[src/hw/pmu_pkg.sv]
package pmu_pkg;

  // register offsets
  localparam logic [7:0] PMU_OFF_SYS_MON = 8'h00;
  localparam logic [7:0] PMU_OFF_MSTR_SCR = 8'h01;
  localparam logic [7:0] PMU_OFF_B1_PRI = 8'h20;
  localparam logic [7:0] PMU_OFF_B1_SEC = 8'h21;
  localparam logic [7:0] PMU_OFF_B1_CTL = 8'h22;
  localparam logic [7:0] PMU_OFF_B2_PRI = 8'h30;
  localparam logic [7:0] PMU_OFF_B2_SEC = 8'h31;

  // values after reset
  localparam logic [7:0] PMU_RST_SYS_MON = 8'h47;
  localparam logic [7:0] PMU_RST_MSTR_SCR = 8'h00;
  localparam logic [5:0] PMU_RST_B1_VOLT = 6'h39;
  localparam logic [7:0] PMU_RST_B1_CTL = 8'h00;
  localparam logic [5:0] PMU_RST_B2_VOLT = 6'h24;

  // field positions, system monitor byte
  localparam int PMU_SYS_TIMEOUT_BIT = 7;
  localparam int PMU_SYS_RESP_BIT = 6;
  localparam int PMU_SYS_UNMASK_BIT = 5;
  localparam int PMU_SYS_LOW_BIT = 4;
  // master off byte
  localparam int PMU_MSTR_OFF_BIT = 5;
  // converter control byte
  localparam int PMU_CTL_ON_BIT = 7;
  localparam int PMU_CTL_PHASE_BIT = 6;
  localparam int PMU_CTL_PWM_BIT = 5;
  localparam int PMU_CTL_DLY_LSB = 2;
  localparam int PMU_CTL_FLT_BIT = 1;
  localparam int PMU_CTL_OK_BIT = 0;

  // reset output time-out
  localparam int PMU_CLK_KHZ = 20_000;
  localparam int PMU_RST_SHORT_MS = 65;
  localparam int PMU_RST_LONG_MS = 260;
  localparam int PMU_RST_SHORT_CYC = PMU_RST_SHORT_MS * PMU_CLK_KHZ;
  localparam int PMU_RST_LONG_CYC = PMU_RST_LONG_MS * PMU_CLK_KHZ;
  localparam int PMU_TMR_W = 23;

  // serial bus
  localparam logic [6:0] PMU_DEV_ADDR = 7'h5b; // arbitrary value
  localparam logic [3:0] PMU_BYTE_BITS = 4'h8;

  typedef struct packed {
    logic en;
    logic [7:0] addr;
    logic [7:0] data;
  } pmu_wr_t;

  typedef struct packed {
    logic on;
    logic phase;
    logic pwm;
    logic [2:0] delay;
    logic flt_en;
  } pmu_buck_ctl_t;

endpackage

[src/hw/pmu_buck_out.sv]
`timescale 1ns/10ps
module pmu_buck_out
  import pmu_pkg::*;
(
  input wire logic clk_i,          // system clock
  input wire logic reset_n_i,      // async reset
  input wire logic [5:0] pri_i,    // primary code
  input wire logic [5:0] sec_i,    // secondary code
  input wire logic sel_i,          // voltage select pin
  input wire logic on_i,           // converter enable
  input wire logic off_i,          // master off
  output logic [5:0] code_o,       // code in force
  output logic en_o                // effective enable
);

  always_ff @(posedge clk_i or negedge reset_n_i)
  begin
    if (!reset_n_i)
      code_o <= 6'h00;
    else
      code_o <= sel_i ? sec_i : pri_i;
  end

  always_ff @(posedge clk_i or negedge reset_n_i)
  begin
    if (!reset_n_i)
      en_o <= 1'b0;
    else
      en_o <= on_i & ~off_i;
  end

endmodule

[src/hw/pmu_regs.sv]
`timescale 1ns/10ps
// What this block does
// bit 7 picks 65 or 260 ms reset
// bit 6: interrupt or shutdown on low supply
// supply interrupt masked by default, one unmasks
// bit 4 reads live supply-low status
// bits 3:0 set supply threshold
// master off stops buck one, two, linear five
// master off clears on button or charger
// user_bits_a bits stored, volatile
// primary code used while select pin low
// secondary code used while select pin high
// control bit 7 enables converter
// control bit 6 sets switching phase
// control bit 5 forces fixed frequency
// control bits 4:2 set turn-on delay
// control bit 1 enables fault interrupts
// control bit 0 reads power good
// every bit resets on undervoltage lockout
// read-only reserved bits read zero
module pmu_regs
  import pmu_pkg::*;
#(
  parameter int RST_SHORT_CYC = PMU_RST_SHORT_CYC,
  parameter int RST_LONG_CYC = PMU_RST_LONG_CYC,
  parameter bit CHARGER_CLEARS_OFF = 1'b0
)
(
  input wire logic clk_i,                 // 20 MHz clock
  input wire logic reset_n_i,             // lockout reset, low
  input wire logic scl_i,                 // serial clock
  input wire logic sda_i,                 // serial data in
  output logic sda_o,                     // serial data out
  output logic sda_oe_o,                  // drive data low
  input wire logic supply_low_i,          // rail below threshold
  input wire logic push_button_n_i,       // push button, low
  input wire logic charger_valid_i,       // charger supply ok
  input wire logic voltage_select_pin_i,  // code select pin
  input wire logic buck_one_ok_i,         // buck one power good
  input wire logic buck_one_fault_i,      // buck one fault
  output logic reset_output_pin_n_o,      // reset out, low
  output logic [3:0] supply_threshold_o,  // detector threshold
  output logic supply_irq_o,              // supply interrupt
  output logic auto_shutdown_o,           // shutdown request
  output logic [5:0] buck_one_code_o,     // buck one code
  output logic buck_one_en_o,             // buck one enable
  output logic buck_one_phase_o,          // 180 degree phase
  output logic buck_one_pwm_o,            // fixed frequency
  output logic [2:0] buck_one_delay_o,    // turn-on delay
  output logic buck_one_fault_irq_o,      // buck one fault irq
  output logic [5:0] buck_two_code_o,     // buck two code
  output logic buck_two_off_o,            // buck two forced off
  output logic linear_five_off_o          // linear five off
);

  typedef enum logic [8:0] {
    PMU_IDLE = 9'h001,
    PMU_ADDR = 9'h002,
    PMU_ADDR_ACK = 9'h004,
    PMU_PTR = 9'h008,
    PMU_PTR_ACK = 9'h010,
    PMU_WDATA = 9'h020,
    PMU_WDATA_ACK = 9'h040,
    PMU_RDATA = 9'h080,
    PMU_RDATA_ACK = 9'h100
  } pmu_state_t;

  pmu_state_t state_q;
  logic scl_q;
  logic sda_q;
  logic start_cond;
  logic stop_cond;
  logic scl_rise;
  logic scl_fall;
  logic [7:0] shift_q;
  logic [3:0] bit_cnt_q;
  logic rw_q;
  logic [7:0] ptr_q;
  logic [7:0] tx_q;
  logic drive_low_q;
  pmu_wr_t wr_q;

  // register storage
  logic timeout_short_q;
  logic resp_irq_q;
  logic unmask_q;
  logic [3:0] threshold_q;
  logic [1:0] mstr_rsvd_hi_q;
  logic mstr_rsvd_lo_q;
  logic master_off_q;
  logic [3:0] user_bits_a_q;
  logic [5:0] b1_pri_q;
  logic [5:0] b1_sec_q;
  pmu_buck_ctl_t b1_ctl_q;
  logic [5:0] b2_pri_q;
  logic [5:0] b2_sec_q;
  logic b1_en;
  logic [7:0] rd_now;

  // read decode shared by every byte the host fetches
  function automatic logic [7:0] read_reg(input logic [7:0] addr);
    logic [7:0] v;
    v = 8'h00;
    case (addr)
      PMU_OFF_SYS_MON:
        v = {timeout_short_q, resp_irq_q, unmask_q, supply_low_i,
             threshold_q};
      PMU_OFF_MSTR_SCR:
        v = {mstr_rsvd_hi_q, master_off_q, mstr_rsvd_lo_q,
             user_bits_a_q};
      PMU_OFF_B1_PRI:
        v = {2'b00, b1_pri_q};
      PMU_OFF_B1_SEC:
        v = {2'b00, b1_sec_q};
      PMU_OFF_B1_CTL:
        v = {b1_ctl_q.on, b1_ctl_q.phase, b1_ctl_q.pwm, b1_ctl_q.delay,
             b1_ctl_q.flt_en, buck_one_ok_i};
      PMU_OFF_B2_PRI:
        v = {2'b00, b2_pri_q};
      PMU_OFF_B2_SEC:
        v = {2'b00, b2_sec_q};
      default:
        v = 8'h00;
    endcase
    return v;
  endfunction

  assign rd_now = read_reg(ptr_q);

  // bus lines are taken as synchronous; one stage kept for edges
  always_ff @(posedge clk_i or negedge reset_n_i)
  begin
    if (!reset_n_i)
    begin
      scl_q <= 1'b1;
      sda_q <= 1'b1;
    end
    else
    begin
      scl_q <= scl_i;
      sda_q <= sda_i;
    end
  end

  assign start_cond = scl_i & scl_q & sda_q & ~sda_i;
  assign stop_cond = scl_i & scl_q & ~sda_q & sda_i;
  assign scl_rise = scl_i & ~scl_q;
  assign scl_fall = ~scl_i & scl_q;

  // bit shifter, counts data bits only
  always_ff @(posedge clk_i or negedge reset_n_i)
  begin
    if (!reset_n_i)
    begin
      shift_q <= 8'h00;
      bit_cnt_q <= 4'h0;
    end
    else if (start_cond)
      bit_cnt_q <= 4'h0;
    else if (scl_fall && (state_q == PMU_ADDR_ACK ||
             state_q == PMU_PTR_ACK || state_q == PMU_WDATA_ACK ||
             state_q == PMU_RDATA_ACK))
      bit_cnt_q <= 4'h0;
    else if (scl_rise && (state_q == PMU_ADDR || state_q == PMU_PTR ||
             state_q == PMU_WDATA || state_q == PMU_RDATA))
    begin
      shift_q <= {shift_q[6:0], sda_i};
      bit_cnt_q <= bit_cnt_q + 1'b1;
    end
  end

  // protocol sequencer
  always_ff @(posedge clk_i or negedge reset_n_i)
  begin
    if (!reset_n_i)
    begin
      state_q <= PMU_IDLE;
      rw_q <= 1'b0;
    end
    else if (start_cond)
      state_q <= PMU_ADDR;
    else if (stop_cond)
      state_q <= PMU_IDLE;
    else if (scl_rise && state_q == PMU_RDATA_ACK && sda_i)
      state_q <= PMU_IDLE; // host nack ends the read
    else if (scl_fall)
    begin
      case (state_q)
        PMU_ADDR:
          if (bit_cnt_q == PMU_BYTE_BITS)
          begin
            if (shift_q[7:1] == PMU_DEV_ADDR)
            begin
              state_q <= PMU_ADDR_ACK;
              rw_q <= shift_q[0];
            end
            else
              state_q <= PMU_IDLE;
          end
        PMU_ADDR_ACK:
          state_q <= rw_q ? PMU_RDATA : PMU_PTR;
        PMU_PTR:
          if (bit_cnt_q == PMU_BYTE_BITS)
            state_q <= PMU_PTR_ACK;
        PMU_PTR_ACK:
          state_q <= PMU_WDATA;
        PMU_WDATA:
          if (bit_cnt_q == PMU_BYTE_BITS)
            state_q <= PMU_WDATA_ACK;
        PMU_WDATA_ACK:
          state_q <= PMU_WDATA;
        PMU_RDATA:
          if (bit_cnt_q == PMU_BYTE_BITS)
            state_q <= PMU_RDATA_ACK;
        PMU_RDATA_ACK:
          state_q <= PMU_RDATA;
        PMU_IDLE:
          state_q <= PMU_IDLE;
        default:
          state_q <= PMU_IDLE;
      endcase
    end
  end

  // register pointer, write strobe and read byte
  always_ff @(posedge clk_i or negedge reset_n_i)
  begin
    if (!reset_n_i)
    begin
      ptr_q <= 8'h00;
      tx_q <= 8'h00;
      wr_q <= '0;
    end
    else
    begin
      wr_q.en <= 1'b0;
      if (scl_fall)
      begin
        if (state_q == PMU_PTR && bit_cnt_q == PMU_BYTE_BITS)
          ptr_q <= shift_q;
        else if (state_q == PMU_WDATA && bit_cnt_q == PMU_BYTE_BITS)
        begin
          wr_q.en <= 1'b1;
          wr_q.addr <= ptr_q;
          wr_q.data <= shift_q;
          ptr_q <= ptr_q + 1'b1;
        end
        else if ((state_q == PMU_ADDR_ACK && rw_q) ||
                 state_q == PMU_RDATA_ACK)
        begin
          // sampled at load so a byte stays stable while shifted out
          tx_q <= rd_now;
          ptr_q <= ptr_q + 1'b1;
        end
      end
    end
  end

  // open-drain data line: only ever pulls low
  always_ff @(posedge clk_i or negedge reset_n_i)
  begin
    if (!reset_n_i)
      drive_low_q <= 1'b0;
    else if (start_cond || stop_cond)
      drive_low_q <= 1'b0;
    else if (scl_fall)
    begin
      case (state_q)
        PMU_ADDR:
          drive_low_q <= (bit_cnt_q == PMU_BYTE_BITS) &&
                         (shift_q[7:1] == PMU_DEV_ADDR);
        PMU_PTR, PMU_WDATA:
          drive_low_q <= (bit_cnt_q == PMU_BYTE_BITS);
        PMU_ADDR_ACK:
          drive_low_q <= rw_q & ~rd_now[7];
        PMU_RDATA_ACK:
          drive_low_q <= ~rd_now[7];
        PMU_RDATA:
          if (bit_cnt_q == PMU_BYTE_BITS)
            drive_low_q <= 1'b0;
          else
            drive_low_q <= ~tx_q[3'(7 - bit_cnt_q)];
        default:
          drive_low_q <= 1'b0;
      endcase
    end
    else if (state_q == PMU_IDLE)
      drive_low_q <= 1'b0;
  end

  assign sda_o = 1'b0;
  assign sda_oe_o = drive_low_q;

  // system monitor byte; lockout reset restores every field
  always_ff @(posedge clk_i or negedge reset_n_i)
  begin
    if (!reset_n_i)
    begin
      timeout_short_q <= PMU_RST_SYS_MON[PMU_SYS_TIMEOUT_BIT];
      resp_irq_q <= PMU_RST_SYS_MON[PMU_SYS_RESP_BIT];
      unmask_q <= PMU_RST_SYS_MON[PMU_SYS_UNMASK_BIT];
      threshold_q <= PMU_RST_SYS_MON[3:0];
    end
    else if (wr_q.en && wr_q.addr == PMU_OFF_SYS_MON)
    begin
      timeout_short_q <= wr_q.data[PMU_SYS_TIMEOUT_BIT];
      resp_irq_q <= wr_q.data[PMU_SYS_RESP_BIT];
      unmask_q <= wr_q.data[PMU_SYS_UNMASK_BIT];
      threshold_q <= wr_q.data[3:0];
    end
  end

  // master off and user_bits_a byte
  always_ff @(posedge clk_i or negedge reset_n_i)
  begin
    if (!reset_n_i)
    begin
      mstr_rsvd_hi_q <= PMU_RST_MSTR_SCR[7:6];
      mstr_rsvd_lo_q <= PMU_RST_MSTR_SCR[4];
      user_bits_a_q <= PMU_RST_MSTR_SCR[3:0];
    end
    else if (wr_q.en && wr_q.addr == PMU_OFF_MSTR_SCR)
    begin
      mstr_rsvd_hi_q <= wr_q.data[7:6];
      mstr_rsvd_lo_q <= wr_q.data[4];
      user_bits_a_q <= wr_q.data[3:0];
    end
  end

  // wake events win over a host write landing in the same cycle
  always_ff @(posedge clk_i or negedge reset_n_i)
  begin
    if (!reset_n_i)
      master_off_q <= PMU_RST_MSTR_SCR[PMU_MSTR_OFF_BIT];
    else if (!push_button_n_i ||
             (CHARGER_CLEARS_OFF && charger_valid_i))
      master_off_q <= 1'b0;
    else if (wr_q.en && wr_q.addr == PMU_OFF_MSTR_SCR)
      master_off_q <= wr_q.data[PMU_MSTR_OFF_BIT];
  end

  // buck one voltage codes and control
  always_ff @(posedge clk_i or negedge reset_n_i)
  begin
    if (!reset_n_i)
    begin
      b1_pri_q <= PMU_RST_B1_VOLT;
      b1_sec_q <= PMU_RST_B1_VOLT;
      b1_ctl_q <= pmu_buck_ctl_t'(PMU_RST_B1_CTL[7:1]);
    end
    else if (wr_q.en)
    begin
      if (wr_q.addr == PMU_OFF_B1_PRI)
        b1_pri_q <= wr_q.data[5:0];
      if (wr_q.addr == PMU_OFF_B1_SEC)
        b1_sec_q <= wr_q.data[5:0];
      if (wr_q.addr == PMU_OFF_B1_CTL)
      begin
        b1_ctl_q.on <= wr_q.data[PMU_CTL_ON_BIT];
        b1_ctl_q.phase <= wr_q.data[PMU_CTL_PHASE_BIT];
        b1_ctl_q.pwm <= wr_q.data[PMU_CTL_PWM_BIT];
        b1_ctl_q.delay <= wr_q.data[PMU_CTL_DLY_LSB +: 3];
        b1_ctl_q.flt_en <= wr_q.data[PMU_CTL_FLT_BIT];
      end
    end
  end

  // buck two voltage codes
  always_ff @(posedge clk_i or negedge reset_n_i)
  begin
    if (!reset_n_i)
    begin
      b2_pri_q <= PMU_RST_B2_VOLT;
      b2_sec_q <= PMU_RST_B2_VOLT;
    end
    else if (wr_q.en)
    begin
      if (wr_q.addr == PMU_OFF_B2_PRI)
        b2_pri_q <= wr_q.data[5:0];
      if (wr_q.addr == PMU_OFF_B2_SEC)
        b2_sec_q <= wr_q.data[5:0];
    end
  end

  pmu_buck_out u_buck_one (
    .clk_i(clk_i),
    .reset_n_i(reset_n_i),
    .pri_i(b1_pri_q),
    .sec_i(b1_sec_q),
    .sel_i(voltage_select_pin_i),
    .on_i(b1_ctl_q.on),
    .off_i(master_off_q),
    .code_o(buck_one_code_o),
    .en_o(b1_en)
  );

  // buck two enable lives elsewhere; only master off is driven here
  pmu_buck_out u_buck_two (
    .clk_i(clk_i),
    .reset_n_i(reset_n_i),
    .pri_i(b2_pri_q),
    .sec_i(b2_sec_q),
    .sel_i(voltage_select_pin_i),
    .on_i(1'b1),
    .off_i(master_off_q),
    .code_o(buck_two_code_o),
    .en_o()
  );

  assign buck_one_en_o = b1_en;

  // monitor and converter side outputs, all registered
  always_ff @(posedge clk_i or negedge reset_n_i)
  begin
    if (!reset_n_i)
    begin
      supply_irq_o <= 1'b0;
      auto_shutdown_o <= 1'b0;
      buck_one_fault_irq_o <= 1'b0;
      buck_two_off_o <= 1'b0;
      linear_five_off_o <= 1'b0;
    end
    else
    begin
      supply_irq_o <= supply_low_i & resp_irq_q & unmask_q;
      auto_shutdown_o <= supply_low_i & ~resp_irq_q;
      buck_one_fault_irq_o <= buck_one_fault_i & b1_ctl_q.flt_en;
      buck_two_off_o <= master_off_q;
      linear_five_off_o <= master_off_q;
    end
  end

  assign supply_threshold_o = threshold_q;
  assign buck_one_phase_o = b1_ctl_q.phase;
  assign buck_one_pwm_o = b1_ctl_q.pwm;
  assign buck_one_delay_o = b1_ctl_q.delay;

  // reset output held while the rail is low, then for the time-out
  pmu_rst_timer #(
    .SHORT_CYC(RST_SHORT_CYC),
    .LONG_CYC(RST_LONG_CYC)
  ) u_rst_timer (
    .clk_i(clk_i),
    .reset_n_i(reset_n_i),
    .restart_i(supply_low_i),
    .short_i(timeout_short_q),
    .done_o(reset_output_pin_n_o)
  );

endmodule

[src/hw/pmu_rst_timer.sv]
`timescale 1ns/10ps
module pmu_rst_timer
  import pmu_pkg::*;
#(
  parameter int SHORT_CYC = PMU_RST_SHORT_CYC,
  parameter int LONG_CYC = PMU_RST_LONG_CYC
)
(
  input wire logic clk_i,     // system clock
  input wire logic reset_n_i, // async reset
  input wire logic restart_i, // hold timer at zero
  input wire logic short_i,   // 1: short time-out
  output logic done_o         // time-out elapsed
);

  logic [PMU_TMR_W-1:0] cnt_q;
  logic [PMU_TMR_W-1:0] limit;

  assign limit = short_i ? PMU_TMR_W'(SHORT_CYC - 1) :
                           PMU_TMR_W'(LONG_CYC - 1);

  // select is read live, so a change mid-count takes effect at once
  always_ff @(posedge clk_i or negedge reset_n_i)
  begin
    if (!reset_n_i)
    begin
      cnt_q <= '0;
      done_o <= 1'b0;
    end
    else if (restart_i)
    begin
      cnt_q <= '0;
      done_o <= 1'b0;
    end
    else if (!done_o)
    begin
      if (cnt_q >= limit)
        done_o <= 1'b1;
      else
        cnt_q <= cnt_q + 1'b1;
    end
  end

endmodule

[config.mk]
export PLATFORM = sky130hd
export DESIGN_NAME = pmu_regs
export DESIGN_NICKNAME = d
export VERILOG_FILES = /design/src/hw/pmu_pkg.sv /design/src/hw/pmu_buck_out.sv /design/src/hw/pmu_regs.sv /design/src/hw/pmu_rst_timer.sv
export SDC_FILE = /design/constraint.sdc
export NUM_CORES = 1
export LEC_CHECK = 0
export BUFFER_PORTS_ARGS = -buffer_cell sky130_fd_sc_hd__buf_2
export CAP_MARGIN = 20
export CORE_AREA = 4 4 132 121
export DETAILED_ROUTE_END_ITERATION = 12
export DIE_AREA = 0 0 136 125
export HOLD_SLACK_MARGIN = 0.05
export PLACE_DENSITY_LB_ADDON = 0.05
export RECOVER_POWER = 100
export SYNTH_ARGS = -nofsm -noshare
export SYNTH_HDL_FRONTEND = slang
export SYNTH_SLANG_ARGS = --single-unit
[constraint.sdc]
create_clock -name clk_i -period 3.5 [get_ports clk_i]
set_input_delay 0.175 -clock clk_i [delete_from_list [all_inputs] [get_ports clk_i]]
set_output_delay 0.175 -clock clk_i [all_outputs]
set_load 0.03 [all_outputs]
==> flow_summary.rst, run 1 <==
.. list-table::
   :header-rows: 1

   * - Metric
     - Value
   * - Final Net Count
     - ~720
   * - Post-detail-place hpwl
     - 11,500 um
   * - EDFF count, synth
     - 0
   * - Wirelength per Cell
     - roughly 19 um
   * - Number of H-tree levels
     - 4
   * - Vias in the first global route
     - 5,108
   * - Bufs on Longest Clock Path
     - 2
   * - Non-filler cells, final
     - 902
   * - Tcrit/Tclk final
     - 0.838
   * - Predominant post-synthesis flop cell
     - sky130_fd_sc_hd__dfrtp_1
   * - Clock input transition at the sequential cells of the worst setup and hold paths
     - 0.07 ns
   * - Number of max-capacitance violations reported
     - 1
   * - Critical register-to-register path startpoint
     - state_q[8]$_DFFE_PN0P_
   * - Yosys warnings
     - 0
   * - Post-Route Skew
     - 0.0112 ns
   * - Final RePlAce weighted congestion
     - 0.835
   * - Clock Latency Late Sink
     - 0.43 ns
   * - CP cell instances
     - or4_1, nor2_1, and3_1, nand3b_1, mux2_1
   * - Area of the multi-input gates
     - 3380 um^2
   * - Most frequently used cell type in the post-synthesis netlist
     - sky130_fd_sc_hd__dfrtp_1
   * - Die Footprint
     - 17,000 um^2
   * - Number of buffers inserted to repair setup after CTS
     - 0
   * - Type of the most critical hold path
     - input pin to flop
   * - Hold bufs inserted after CTS
     - 5
   * - Crit end category
     - flop
   * - Horizontal extent of the die
     - 136 um
   * - Achievable frequency
     - 341 MHz
   * - Worst path required time
     - 3.80 ns
   * - RSZ-0062 raised after global routing
     - no
   * - Syn_area_per_cell
     - 11.1 um^2
   * - Violations in the final reports
     - max-capacitance violations, max-slew violations
   * - Run status
     - finished with violations
   * - Count of mapped cells out of synthesis
     - 654
   * - Fraction of registers with async set or reset after synthesis
     - 1.00
   * - Setup-failing EPs final
     - 0
   * - Number of gates resized after CTS
     - 0
   * - Core box area
     - approximately 15,000 um^2
   * - Row cnt
     - 42
   * - Crit path largest cell delay
     - 0.69 ns
   * - Portion of the post-synthesis area used by sequential elements
     - 0.501
   * - Pre-Repair DR Iteration Count
     - 5
   * - FILL cells
     - 1,271
   * - Initial Util
     - 0.501
   * - Summed negative setup slack over all endpoints
     - 0 ns
   * - Distinct cell type count after synthesis
     - approximately 80
   * - CTS tree
     - done
   * - Crit Path Category
     - flop to flop
   * - Global-route wire length before repair
     - 27,500 um
   * - Cell with the largest stage delay on the worst path
     - sky130_fd_sc_hd__nand3b_1
   * - Area growth syn-to-layout
     - 12.4%
   * - Post-layout minimum cycle time
     - between 2 and 3 ns
   * - Top Ports
     - 40
   * - Total wire length after detailed routing
     - 16,700 um
   * - Remaining Overflow, GRT
     - 0
   * - Number of pins exceeding their max-slew limit in the final report
     - 92
   * - Overall power of the completed layout
     - 3.69 mW
   * - Worst hold margin
     - roughly 0.17 ns
   * - CTS root buffer
     - sky130_fd_sc_hd__clkbuf_16
   * - Count of final hold-check violations
     - 0
   * - Detailed Route Iter0 Violations
     - 373
   * - Number of cells in the design after placement
     - 865
   * - Most used standard cells in the synthesized netlist
     - sky130_fd_sc_hd__dfrtp_1 (126), sky130_fd_sc_hd__mux2_2 (77), sky130_fd_sc_hd__nor2_1 (48)
   * - Worst voltage drop across the vdd grid
     - about 0.33 mV
   * - Measured slew at the worst slew-check pin
     - between 2 and 2.5 ns
   * - Crit path launch type
     - flop
   * - Initial antenna violation count
     - 0
   * - Cell taking the most area after synthesis
     - sky130_fd_sc_hd__dfrtp_1
   * - Crit path launch
     - state_q[8]$_DFFE_PN0P_
   * - Fraction of layout cells with a size suffix above 1
     - 0.200
   * - I/O Buffers
     - 37
   * - Number of nets in the synthesized netlist
     - 681
   * - PD cells
     - ~450 nW/um^2
   * - Launch point of the worst hold path
     - buck_one_ok_i
   * - Max transition margin
     - -0.544
   * - Worst path arrival time
     - approximately 3.2 ns
   * - Largest cells by area after synthesis
     - sky130_fd_sc_hd__dfrtp_1 (43%), sky130_fd_sc_hd__mux2_2 (12%), sky130_fd_sc_hd__dfstp_2 (6.8%)
   * - Antenna diode count
     - 0
   * - Total number of vias
     - between 5,000 and 6,000
   * - Maximum number of pins on one net before global-route repair
     - 93
   * - Post-detailed-route count of antenna-violating nets
     - 0
   * - Synth Cell Area
     - 7290 um^2
   * - Per-cell via count in the routed design
     - roughly 5.8
   * - DRC violation count after routing
     - 0
   * - Sequential cell area
     - 3650 um^2
   * - Largest fanout of any net on the critical path
     - 18
   * - Fraction of synthesized cell area taken by the top area cell type
     - 0.433
   * - Number of clock buffers inserted by TritonCTS
     - 17
   * - Total track usage
     - 0.205
   * - Number of synthesized register bits
     - between 100 and 150
   * - Leakage
     - 3.68 nW
   * - Sinks on the clock net
     - 145
   * - Vert. Die Dim
     - 125 um
## cell usage in the layout (no fill, tap or decap), types with 8 or more instances in the layout
cell type and instances:
sky130_fd_sc_hd__nand4_1 14, sky130_fd_sc_hd__clkbuf_16 17, sky130_fd_sc_hd__nor2_1 49, sky130_fd_sc_hd__dfrtp_1 126, sky130_fd_sc_hd__mux2_1 9, sky130_fd_sc_hd__nor4_1 8
sky130_fd_sc_hd__a22oi_1 12, sky130_fd_sc_hd__a21oi_1 32, sky130_fd_sc_hd__mux2i_1 13, sky130_fd_sc_hd__inv_1 16, sky130_fd_sc_hd__or3_1 9, sky130_fd_sc_hd__mux2_2 74
sky130_fd_sc_hd__dfstp_2 12, sky130_fd_sc_hd__nor2b_1 9, sky130_fd_sc_hd__nand2_1 44, sky130_fd_sc_hd__xnor2_1 9, sky130_fd_sc_hd__clkbuf_1 33, sky130_fd_sc_hd__and3_1 9
sky130_fd_sc_hd__nor3_1 10, sky130_fd_sc_hd__o21ai_0 32, sky130_fd_sc_hd__ha_1 17, sky130_fd_sc_hd__nand3_1 18
## state kept, by name (all words and copies together) (netlist names), 8 cells and up
name and cells:
ptr_q 8, shift_q 8, state_q 9, tx_q 8
u_rst_timer.cnt_q 23, wr_q 17
## final timing paths
check	depth (start not counted)	slack [ns]	to
setup / recovery	5	0.57	wr_q[2]$_DFFE_PN0P_
hold / removal	5	0.17	tx_q[0]$_DFFE_PN0P_
setup reg to reg	5	0.57	wr_q[2]$_DFFE_PN0P_
hold reg to reg	2	0.48	tx_q[0]$_DFFE_PN0P_
max in group asynchronous	2	1.15	u_buck_one.code_o[2]$_DFF_PN0_
min in group asynchronous	2	0.97	state_q[2]$_DFFE_PN0P_
## per-layer routing
layer  GRT usage  vias to the layer above  part of all wire
met4      0.0528                        0             0.011
li1            -                     2467                 -
met1       0.292                     2641              0.47
met2       0.322                       96              0.48
met3      0.0434                       13             0.042
met5           0                        -                 0
## where the power goes
| group | total, mW | leakage, nW | internal, mW | switching [mW] |
|---|---|---|---|---|
| Combinational | 0.107 | 1.44 | 0.0362 | 0.0711 |
| Clock | 1.87 | 0.293 | 1.03 | 0.838 |
| Sequential | 1.71 | 1.94 | 1.69 | 0.0236 |
| Total | 3.69 | 3.68 | 2.76 | 0.932 |
## worst max-delay path: cells and delay by family, from the launching register on
kind	cells	cell delay, ns
multiplexers	1	0.60
flip-flops	1	0.43
AND/OR/NAND/NOR	4	1.77
## layout make-up
type | instances | area share
inverter | 16 | 0.00733
clock buffer | 17 | 0.0519
timing repair buffer | 48 | 0.0301
sequential | 145 | 0.446
multi-input combinational | 463 | 0.413
clock inverter | 15 | 0.0223
tap | 198 | 0.0302
## per-stage QoR
step	instance area [um^2]	util	setup slack [ns]
final	8200	0.563	0.566
after global routing	8200	0.563	0.347
after CTS	8290	0.569	0.580
after detailed placement	7630	0.524	0.612
after global placement	7630	0.524	0.677
after floorplan	7290	-	0.855
## cell families (layout without fill, tap and decap cells)
group / count (synthesis) / count (layout) / share of synthesized area
and+or+nand+nor: 210 / 210 / 0.158
xor gates and xnor gates: 13 / 13 / 0.0156
muxes: 99 / 99 / 0.154
other: 1 / 1 / 0.000514
adders and majority gates: 17 / 17 / 0.0292
AOI/OAI and AO/OA: 123 / 123 / 0.112
buffers and inverters: 46 / 96 / 0.0297
DFF: 145 / 145 / 0.501
(Power assumes the default switching activity.)
==> run 2, diff against run 1 <==
--- a/config.mk
+++ b/config.mk
@@ -5,11 +5,12 @@
 export SDC_FILE = /design/constraint.sdc
 export NUM_CORES = 1
 export LEC_CHECK = 0
+export ABC_AREA = 1
 export BUFFER_PORTS_ARGS = -buffer_cell sky130_fd_sc_hd__buf_2
 export CAP_MARGIN = 20
-export CORE_AREA = 4 4 132 121
+export CORE_AREA = 4 4 135 124
 export DETAILED_ROUTE_END_ITERATION = 12
-export DIE_AREA = 0 0 136 125
+export DIE_AREA = 0 0 139 128
 export HOLD_SLACK_MARGIN = 0.05
 export PLACE_DENSITY_LB_ADDON = 0.05
 export RECOVER_POWER = 100
==> constraint.sdc (replaced) <==
create_clock -name clk_i -period 2.7 [get_ports clk_i]
set_input_delay 0.135 -clock clk_i [delete_from_list [all_inputs] [get_ports clk_i]]
set_output_delay 0.135 -clock clk_i [all_outputs]
set_load 0.03 [all_outputs]
==> flow_summary.rst, run 2 <==
.. list-table::
   :header-rows: 1

   * - Metric
     - Value
   * - Run status
     - finished with violations
   * - Violations in the final reports
     - max-capacitance violations, max-slew violations
   * - Portion of the post-synthesis area used by sequential elements
     - 0.476
   * - Total wire length after detailed routing
     - 19,200 um
   * - Most frequently used cell type in the post-synthesis netlist
     - sky130_fd_sc_hd__nand2_1
   * - Post-detail-place hpwl
     - 13,700 um
   * - PD cells
     - 628 nW/um^2
   * - EDFF count, synth
     - 0
   * - Number of synthesized register bits
     - between 100 and 150
   * - Instance area at placement
     - 8030 um^2
   * - Number of clock buffers inserted by TritonCTS
     - 17
   * - Antenna diode count
     - 0
   * - Area growth syn-to-layout
     - 11.6%
   * - Worst voltage drop across the vdd grid
     - 0.447 mV
   * - Initial antenna violation count
     - 0
   * - Measured slew at the worst slew-check pin
     - 1.70 ns
   * - Hold bufs inserted after CTS
     - 5
   * - Vert. Die Dim
     - 128 um
   * - Largest fanout of any net on the critical path
     - 24
   * - Leakage
     - roughly 4.1 nW
   * - FILL cells
     - between 1,500 and 2,000
   * - Achievable frequency
     - roughly 430 MHz
   * - Type of the most critical hold path
     - input pin to flop
   * - Portion of netlist area occupied by mux cells
     - 0
   * - Setup-failing EPs final
     - 0
   * - Die Footprint
     - between 15,000 and 20,000 um^2
   * - Register with the highest flop count
     - u_rst_timer.cnt_q
   * - Combinational family with the most area after synthesis
     - simple AND/OR/NAND/NOR gates
   * - Most used standard cells in the synthesized netlist
     - sky130_fd_sc_hd__nand2_1 (282), sky130_fd_sc_hd__dfrtp_1 (126), sky130_fd_sc_hd__nor2_1 (110)
   * - Count of mapped cells out of synthesis
     - 997
   * - Hold Path Cell Cnt
     - 3
   * - Total number of vias
     - 6,506
   * - Detailed Route Iter0 Violations
     - 441
   * - Horizontal extent of the die
     - about 140 um
   * - Post-Synth Adder-Cell Area
     - 0.0277
   * - Overall power of the completed layout
     - 5.39 mW
   * - Final Net Count
     - 1,066
   * - Number of H-tree levels
     - 4
   * - Area of the multi-input gates
     - 3400 um^2
   * - Core box area
     - 15,300 um^2
   * - Summed negative setup slack over all endpoints
     - 0 ns
   * - Predominant post-synthesis flop cell
     - sky130_fd_sc_hd__dfrtp_1
   * - Pre-Repair DR Iteration Count
     - 5
   * - Row cnt
     - 43
   * - Bufs on Longest Clock Path
     - 2
   * - Total track usage
     - 0.229
   * - Cell taking the most area after synthesis
     - sky130_fd_sc_hd__dfrtp_1
   * - Share of synthesized cell area in and, or, nand and nor gates
     - 0.298
   * - Wirelength per Cell
     - roughly 15 um
   * - Worst path arrival time
     - 2.66 ns
   * - Largest cells by area after synthesis
     - sky130_fd_sc_hd__dfrtp_1 (41%), sky130_fd_sc_hd__nand2_1 (14%), sky130_fd_sc_hd__o21ai_0 (6.6%)
   * - Reg2Reg Capture Point
     - u_rst_timer.cnt_q[12]$_DFFE_PN0P_
   * - CTS root buffer
     - sky130_fd_sc_hd__clkbuf_16
   * - Number of gates resized after CTS
     - 0
   * - Xor/xnor share of the synthesized area
     - 0.0251
   * - Critical register-to-register path startpoint
     - timeout_short_q$_DFFE_PN0P_
   * - I/O Buffers
     - 37
   * - Count of final hold-check violations
     - 0
   * - Post-Route Skew
     - a little over 0.006 ns
   * - Vias in the first global route
     - 6,123
   * - Post-detailed-route count of antenna-violating nets
     - 0
   * - Fraction of layout cells with a size suffix above 1
     - 0.0808
   * - Final cell utilization of the core
     - 0.561
   * - Final RePlAce weighted congestion
     - 0.911
   * - DRC violation count after routing
     - 0
   * - Max transition margin
     - -0.131
   * - Number of pins exceeding their max-slew limit in the final report
     - 69
   * - Post-layout minimum cycle time
     - 2.31 ns
   * - Sinks on the clock net
     - roughly 150
   * - Crit end category
     - flop
   * - Synth Cell Area
     - 7680 um^2
   * - Critical Path End
     - u_rst_timer.cnt_q[12]$_DFFE_PN0P_
   * - Fraction of synthesized cell area taken by the top area cell type
     - 0.411
   * - Distinct cell type count after synthesis
     - 37
   * - Worst path required time
     - approximately 3 ns
   * - Crit path launch
     - timeout_short_q$_DFFE_PN0P_
   * - Crit path launch type
     - flop
   * - Clock input transition at the sequential cells of the worst setup and hold paths
     - 0.06 ns
   * - Worst reg-to-reg setup slack
     - 0.39 ns
   * - Fraction of registers with async set or reset after synthesis
     - 1.00
   * - Leading registers by flop count
     - u_rst_timer.cnt_q: 23 flops, wr_q: 17 flops, state_q: 9 flops
   * - Initial Util
     - 0.503
   * - Crit Path Category
     - flop to flop
   * - Commonest cells after routing, fill and taps aside
     - sky130_fd_sc_hd__nand2_1 (294), sky130_fd_sc_hd__dfrtp_1 (126), sky130_fd_sc_hd__o21ai_0 (113)
   * - Number of max-capacitance violations reported
     - 1
   * - Depth of the most critical reg-to-reg path
     - 11
   * - Max reg flops
     - 23
   * - Syn_area_per_cell
     - 7.70 um^2
   * - Yosys warnings
     - 0
   * - RSZ-0062 raised after global routing
     - no
   * - Per-cell via count in the routed design
     - 5.19
   * - Top Ports
     - 40
   * - Number of buffers inserted to repair setup after CTS
     - 0
   * - Number of nets in the synthesized netlist
     - approximately 1,000
   * - Remaining Overflow, GRT
     - 0
   * - Sequential cell area
     - between 3000 and 4000 um^2
   * - Tcrit/Tclk final
     - 0.855
   * - Global-route wire length before repair
     - 32,700 um
   * - Maximum number of pins on one net before global-route repair
     - 69
   * - Post-route cell area
     - 8570 um^2
   * - Compound-cell area share of the yosys netlist
     - 0.0963
   * - CTS tree
     - done
   * - Most frequent standard cell in the layout excluding fill and tap cells
     - sky130_fd_sc_hd__nand2_1
   * - Clock Latency Late Sink
     - 0.42 ns
## run 2: stage by stage
stage	cells	hold slack [ns]	worst slack (ns)
after global routing	1254	0.179	0.139
after floorplan	997	-0.161	0.779
final	1254	0.156	0.393
after CTS	1254	0.138	0.368
after global placement	1217	0.171	0.442
after detailed placement	1217	0.177	0.396
## run 2: critical path, stage by stage, from the launching register on
cell,delay (ns)
sky130_fd_sc_hd__dfrtp_1,0.52
sky130_fd_sc_hd__inv_1,0.17
sky130_fd_sc_hd__ha_1,0.34
sky130_fd_sc_hd__nand2_1,0.14
sky130_fd_sc_hd__nor2_1,0.07
sky130_fd_sc_hd__o21ai_0,0.08
sky130_fd_sc_hd__nand3_1,0.13
sky130_fd_sc_hd__nor2_4,0.27
sky130_fd_sc_hd__nand2_8,0.18
sky130_fd_sc_hd__nand2_8,0.18
sky130_fd_sc_hd__nand2_1,0.06
sky130_fd_sc_hd__nand2_1,0.06
## run 2: final cells by class
cell class,instances,area share
timing repair buffer,51,0.0289
inverter,114,0.0499
clock buffer,19,0.0528
multi-input combinational,710,0.397
sequential,145,0.426
tap,202,0.0295
clock inverter,13,0.0159
## run 2: kinds of logic (layout without fill, tap and decap cells)
logic type / count (synthesis) / count (layout)
flops: 145 / 145
compound gates: 142 / 142
other cells: 1 / 1
fa+ha+maj: 17 / 17
simple gates: 528 / 528
xor+xnor: 22 / 22
buf+inv: 142 / 197
## run 2: worst min-delay path by stage
stage	start	end
after floorplan	reset_n_i	auto_shutdown_o$_DFF_PN0_
after global placement	reset_n_i	wr_q[14]$_DFFE_PN0P_
after detailed placement	reset_n_i	wr_q[16]$_DFF_PN0_
after CTS	voltage_select_pin_i	u_buck_two.code_o[3]$_DFF_PN0_
after global routing	voltage_select_pin_i	u_buck_two.code_o[3]$_DFF_PN0_
final	voltage_select_pin_i	u_buck_two.code_o[3]$_DFF_PN0_
## run 2: metal layers
layer  share of wire  GRT usage
met3           0.054     0.0388
met2            0.42      0.328
met1            0.51      0.360
met4           0.014     0.0621
met5               0          0
## run 2: where the power goes
part / switching [mW] / internal (mW)
combinational: 0.427 / 0.194
clock: 0.931 / 1.41
sequential: 0.127 / 2.30
==> run 3, diff against run 2 <==
--- a/config.mk
+++ b/config.mk
@@ -9,11 +9,13 @@
 export BUFFER_PORTS_ARGS = -buffer_cell sky130_fd_sc_hd__buf_2
 export CAP_MARGIN = 20
 export CORE_AREA = 4 4 135 124
+export CTS_BUF_LIST = sky130_fd_sc_hd__clkbuf_16
 export DETAILED_ROUTE_END_ITERATION = 12
 export DIE_AREA = 0 0 139 128
 export HOLD_SLACK_MARGIN = 0.05
 export PLACE_DENSITY_LB_ADDON = 0.05
 export RECOVER_POWER = 100
+export SKIP_CTS_REPAIR_TIMING = 1
 export SYNTH_ARGS = -nofsm -noshare
 export SYNTH_HDL_FRONTEND = slang
 export SYNTH_SLANG_ARGS = --single-unit
==> flow_summary.rst, run 3 (same netlist as run 2, synthesis figures left out) <==
.. list-table::
   :header-rows: 1

   * - Metric
     - Value
   * - Most frequent cell on the critical path
     - sky130_fd_sc_hd__nand2_1
   * - Largest fanout of any net on the critical path
     - 24
   * - Cell count along the critical path
     - 11
   * - Post-Route Skew
     - 0.00718 ns
   * - Number of H-tree levels
     - 4
   * - Horizontal extent of the die
     - approximately 140 um
   * - Sinks on the clock net
     - approximately 150
   * - Leading registers by flop count
     - u_rst_timer.cnt_q: 23 flops, wr_q: 17 flops, state_q: 9 flops
   * - Crit path launch
     - timeout_short_q$_DFFE_PN0P_
   * - Area of the multi-input gates
     - 3400 um^2
   * - Per-cell via count in the routed design
     - 5.19
   * - Depth of the most critical reg-to-reg path
     - 11
   * - Worst hold margin
     - roughly 0.15 ns
   * - Critical register-to-register path startpoint
     - timeout_short_q$_DFFE_PN0P_
   * - Fraction of layout cells with a size suffix above 1
     - 0.0789
   * - Crit end category
     - flop
   * - Crit path launch type
     - flop
   * - Remaining Overflow, GRT
     - 0
   * - Global-route wire length before repair
     - 32,700 um
   * - Vert. Die Dim
     - 128 um
   * - Number of max-capacitance violations reported
     - 1
   * - Row cnt
     - 43
   * - Final RePlAce weighted congestion
     - approximately 0.91
   * - Run status
     - finished with violations
   * - Area growth syn-to-layout
     - 11.3%
   * - Clock input transition at the sequential cells of the worst setup and hold paths
     - about 0.060 ns
   * - Summed negative setup slack over all endpoints
     - 0 ns
   * - Die Footprint
     - 17,800 um^2
   * - Antenna diode count
     - 0
   * - Post-layout minimum cycle time
     - between 2 and 2.5 ns
   * - Total track usage
     - 0.229
   * - Core box area
     - 15,300 um^2
   * - Max reg flops
     - 23
   * - Number of pins exceeding their max-slew limit in the final report
     - just under 70
   * - CP cell instances
     - inv_1, ha_1, nand2_1, nor2_1, o21ai_0, nand3_1, nor2_4, nand2_8, nand2_8, nand2_1, nand2_1
   * - RSZ-0062 raised after global routing
     - no
   * - Crit Path Category
     - flop to flop
   * - Critical Path End
     - u_rst_timer.cnt_q[12]$_DFFE_PN0P_
   * - Cell with the largest stage delay on the worst path
     - sky130_fd_sc_hd__dfrtp_1
   * - Top Ports
     - 40
   * - Tcrit/Tclk final
     - 0.860
   * - Top Family by Delay on Critical Path
     - simple AND/OR/NAND/NOR gates
   * - Achievable frequency
     - 431 MHz
   * - Setup-failing EPs final
     - 0
   * - Post-detail-place hpwl
     - around 14,000 um
   * - Maximum number of pins on one net before global-route repair
     - about 70
   * - PD cells
     - 624 nW/um^2
   * - DRC violation count after routing
     - 0
   * - Final cell utilization of the core
     - 0.560
   * - Worst Path Buf+Inv
     - 1
   * - Reg2Reg Capture Point
     - u_rst_timer.cnt_q[12]$_DFFE_PN0P_
   * - Pre-Repair DR Iteration Count
     - 5
   * - Wirelength per Cell
     - 15.3 um
   * - Measured slew at the worst slew-check pin
     - 1.71 ns
   * - Clock Latency Late Sink
     - 0.42 ns
   * - Worst voltage drop across the vdd grid
     - roughly 0.45 mV
   * - Worst reg-to-reg setup slack
     - 0.38 ns
   * - Type of the most critical hold path
     - input pin to flop
   * - Commonest cells after routing, fill and taps aside
     - sky130_fd_sc_hd__nand2_1 (294), sky130_fd_sc_hd__dfrtp_1 (126), sky130_fd_sc_hd__o21ai_0 (113)
   * - Initial antenna violation count
     - 0
   * - Vias in the first global route
     - ~6,000
   * - Violations in the final reports
     - max-capacitance violations, max-slew violations
   * - Number of clock buffers inserted by TritonCTS
     - 17
   * - CTS tree
     - done
   * - Most frequent standard cell in the layout excluding fill and tap cells
     - sky130_fd_sc_hd__nand2_1
   * - Total wire length after detailed routing
     - 19,200 um
   * - Post-detailed-route count of antenna-violating nets
     - 0
   * - Launch point of the worst hold path
     - voltage_select_pin_i
   * - Leakage
     - 4.10 nW
   * - CTS root buffer
     - sky130_fd_sc_hd__clkbuf_16
   * - Register with the highest flop count
     - u_rst_timer.cnt_q
   * - Detailed Route Iter0 Violations
     - 446
   * - Count of final hold-check violations
     - 0
   * - Bufs on Longest Clock Path
     - 2
   * - FILL cells
     - 1,512
   * - Total number of vias
     - 6,513
   * - Worst path arrival time
     - 2.68 ns
   * - Worst path required time
     - 3.06 ns
   * - Initial Util
     - 0.503
   * - Max transition margin
     - -0.141
   * - I/O Buffers
     - 37
   * - Final Net Count
     - 1,066
   * - Crit path largest cell delay
     - between 0.5 and 0.6 ns
   * - Sequential cell area
     - 3650 um^2
==> run 3: cell types whose count changed in the layout (fill, tap and decap cells not counted), sizes merged <==
cell | before | now
clkbuf | 57 | 55
clkinv | 6 | 8
==> run 3: report_power, final <==
part	leakage (nW)	switching (mW)	internal (mW)
Sequential	1.85	0.126	2.30
Combinational	1.99	0.426	0.194
Clock	0.270	0.937	1.35
Total	4.10	1.49	3.84
==> run 3: per-layer routing <==
metal	share of wire	vias up	global-route usage	routed length, um
li1	-	3283	-	-
met1	0.51	3047	0.360	9830
met2	0.42	158	0.328	8080
met3	0.052	25	0.0384	995
met4	0.015	0	0.0621	294
met5	0	-	0	0
==> run 3: how the worst min path moves through the flow <==
stage                                           endpoint  slack (ns)  cells past startpoint
final                     u_buck_two.code_o[3]$_DFF_PN0_        0.15                      3
after global routing      u_buck_two.code_o[3]$_DFF_PN0_        0.18                      3
after CTS                             wr_q[16]$_DFF_PN0_       -0.27                      1
after detailed placement              wr_q[16]$_DFF_PN0_        0.18                      1
after global placement              wr_q[14]$_DFFE_PN0P_        0.17                      1
after floorplan                auto_shutdown_o$_DFF_PN0_       -0.16                      0
==> run 3: worst register-to-register path, cell delays in order (launching register included) <==
cell,delay (ns)
sky130_fd_sc_hd__dfrtp_1,0.53
sky130_fd_sc_hd__inv_1,0.18
sky130_fd_sc_hd__ha_1,0.34
sky130_fd_sc_hd__nand2_1,0.14
sky130_fd_sc_hd__nor2_1,0.07
sky130_fd_sc_hd__o21ai_0,0.08
sky130_fd_sc_hd__nand3_1,0.14
sky130_fd_sc_hd__nor2_4,0.27
sky130_fd_sc_hd__nand2_8,0.18
sky130_fd_sc_hd__nand2_8,0.20
sky130_fd_sc_hd__nand2_1,0.07
sky130_fd_sc_hd__nand2_1,0.06
==> run 3: layout make-up <==
cell class	count	area share
well taps	202	0.0296
repair buffers	51	0.0290
clock inverters	15	0.0168
flip-flops and latches	145	0.427
multi-input cells	710	0.398
clock buffers	17	0.0498
inverters	114	0.0500
==> run 3: per-stage QoR <==
step	cell area, um^2	total power, mW	setup WS, ns	cells
after floorplan	7680	2.87	0.779	997
after global placement	8030	3.08	0.442	1217
after detailed placement	8030	3.08	0.396	1217
after CTS	8600	5.38	0.368	1249
after global routing	8550	5.60	0.109	1254
final	8550	5.33	0.378	1254
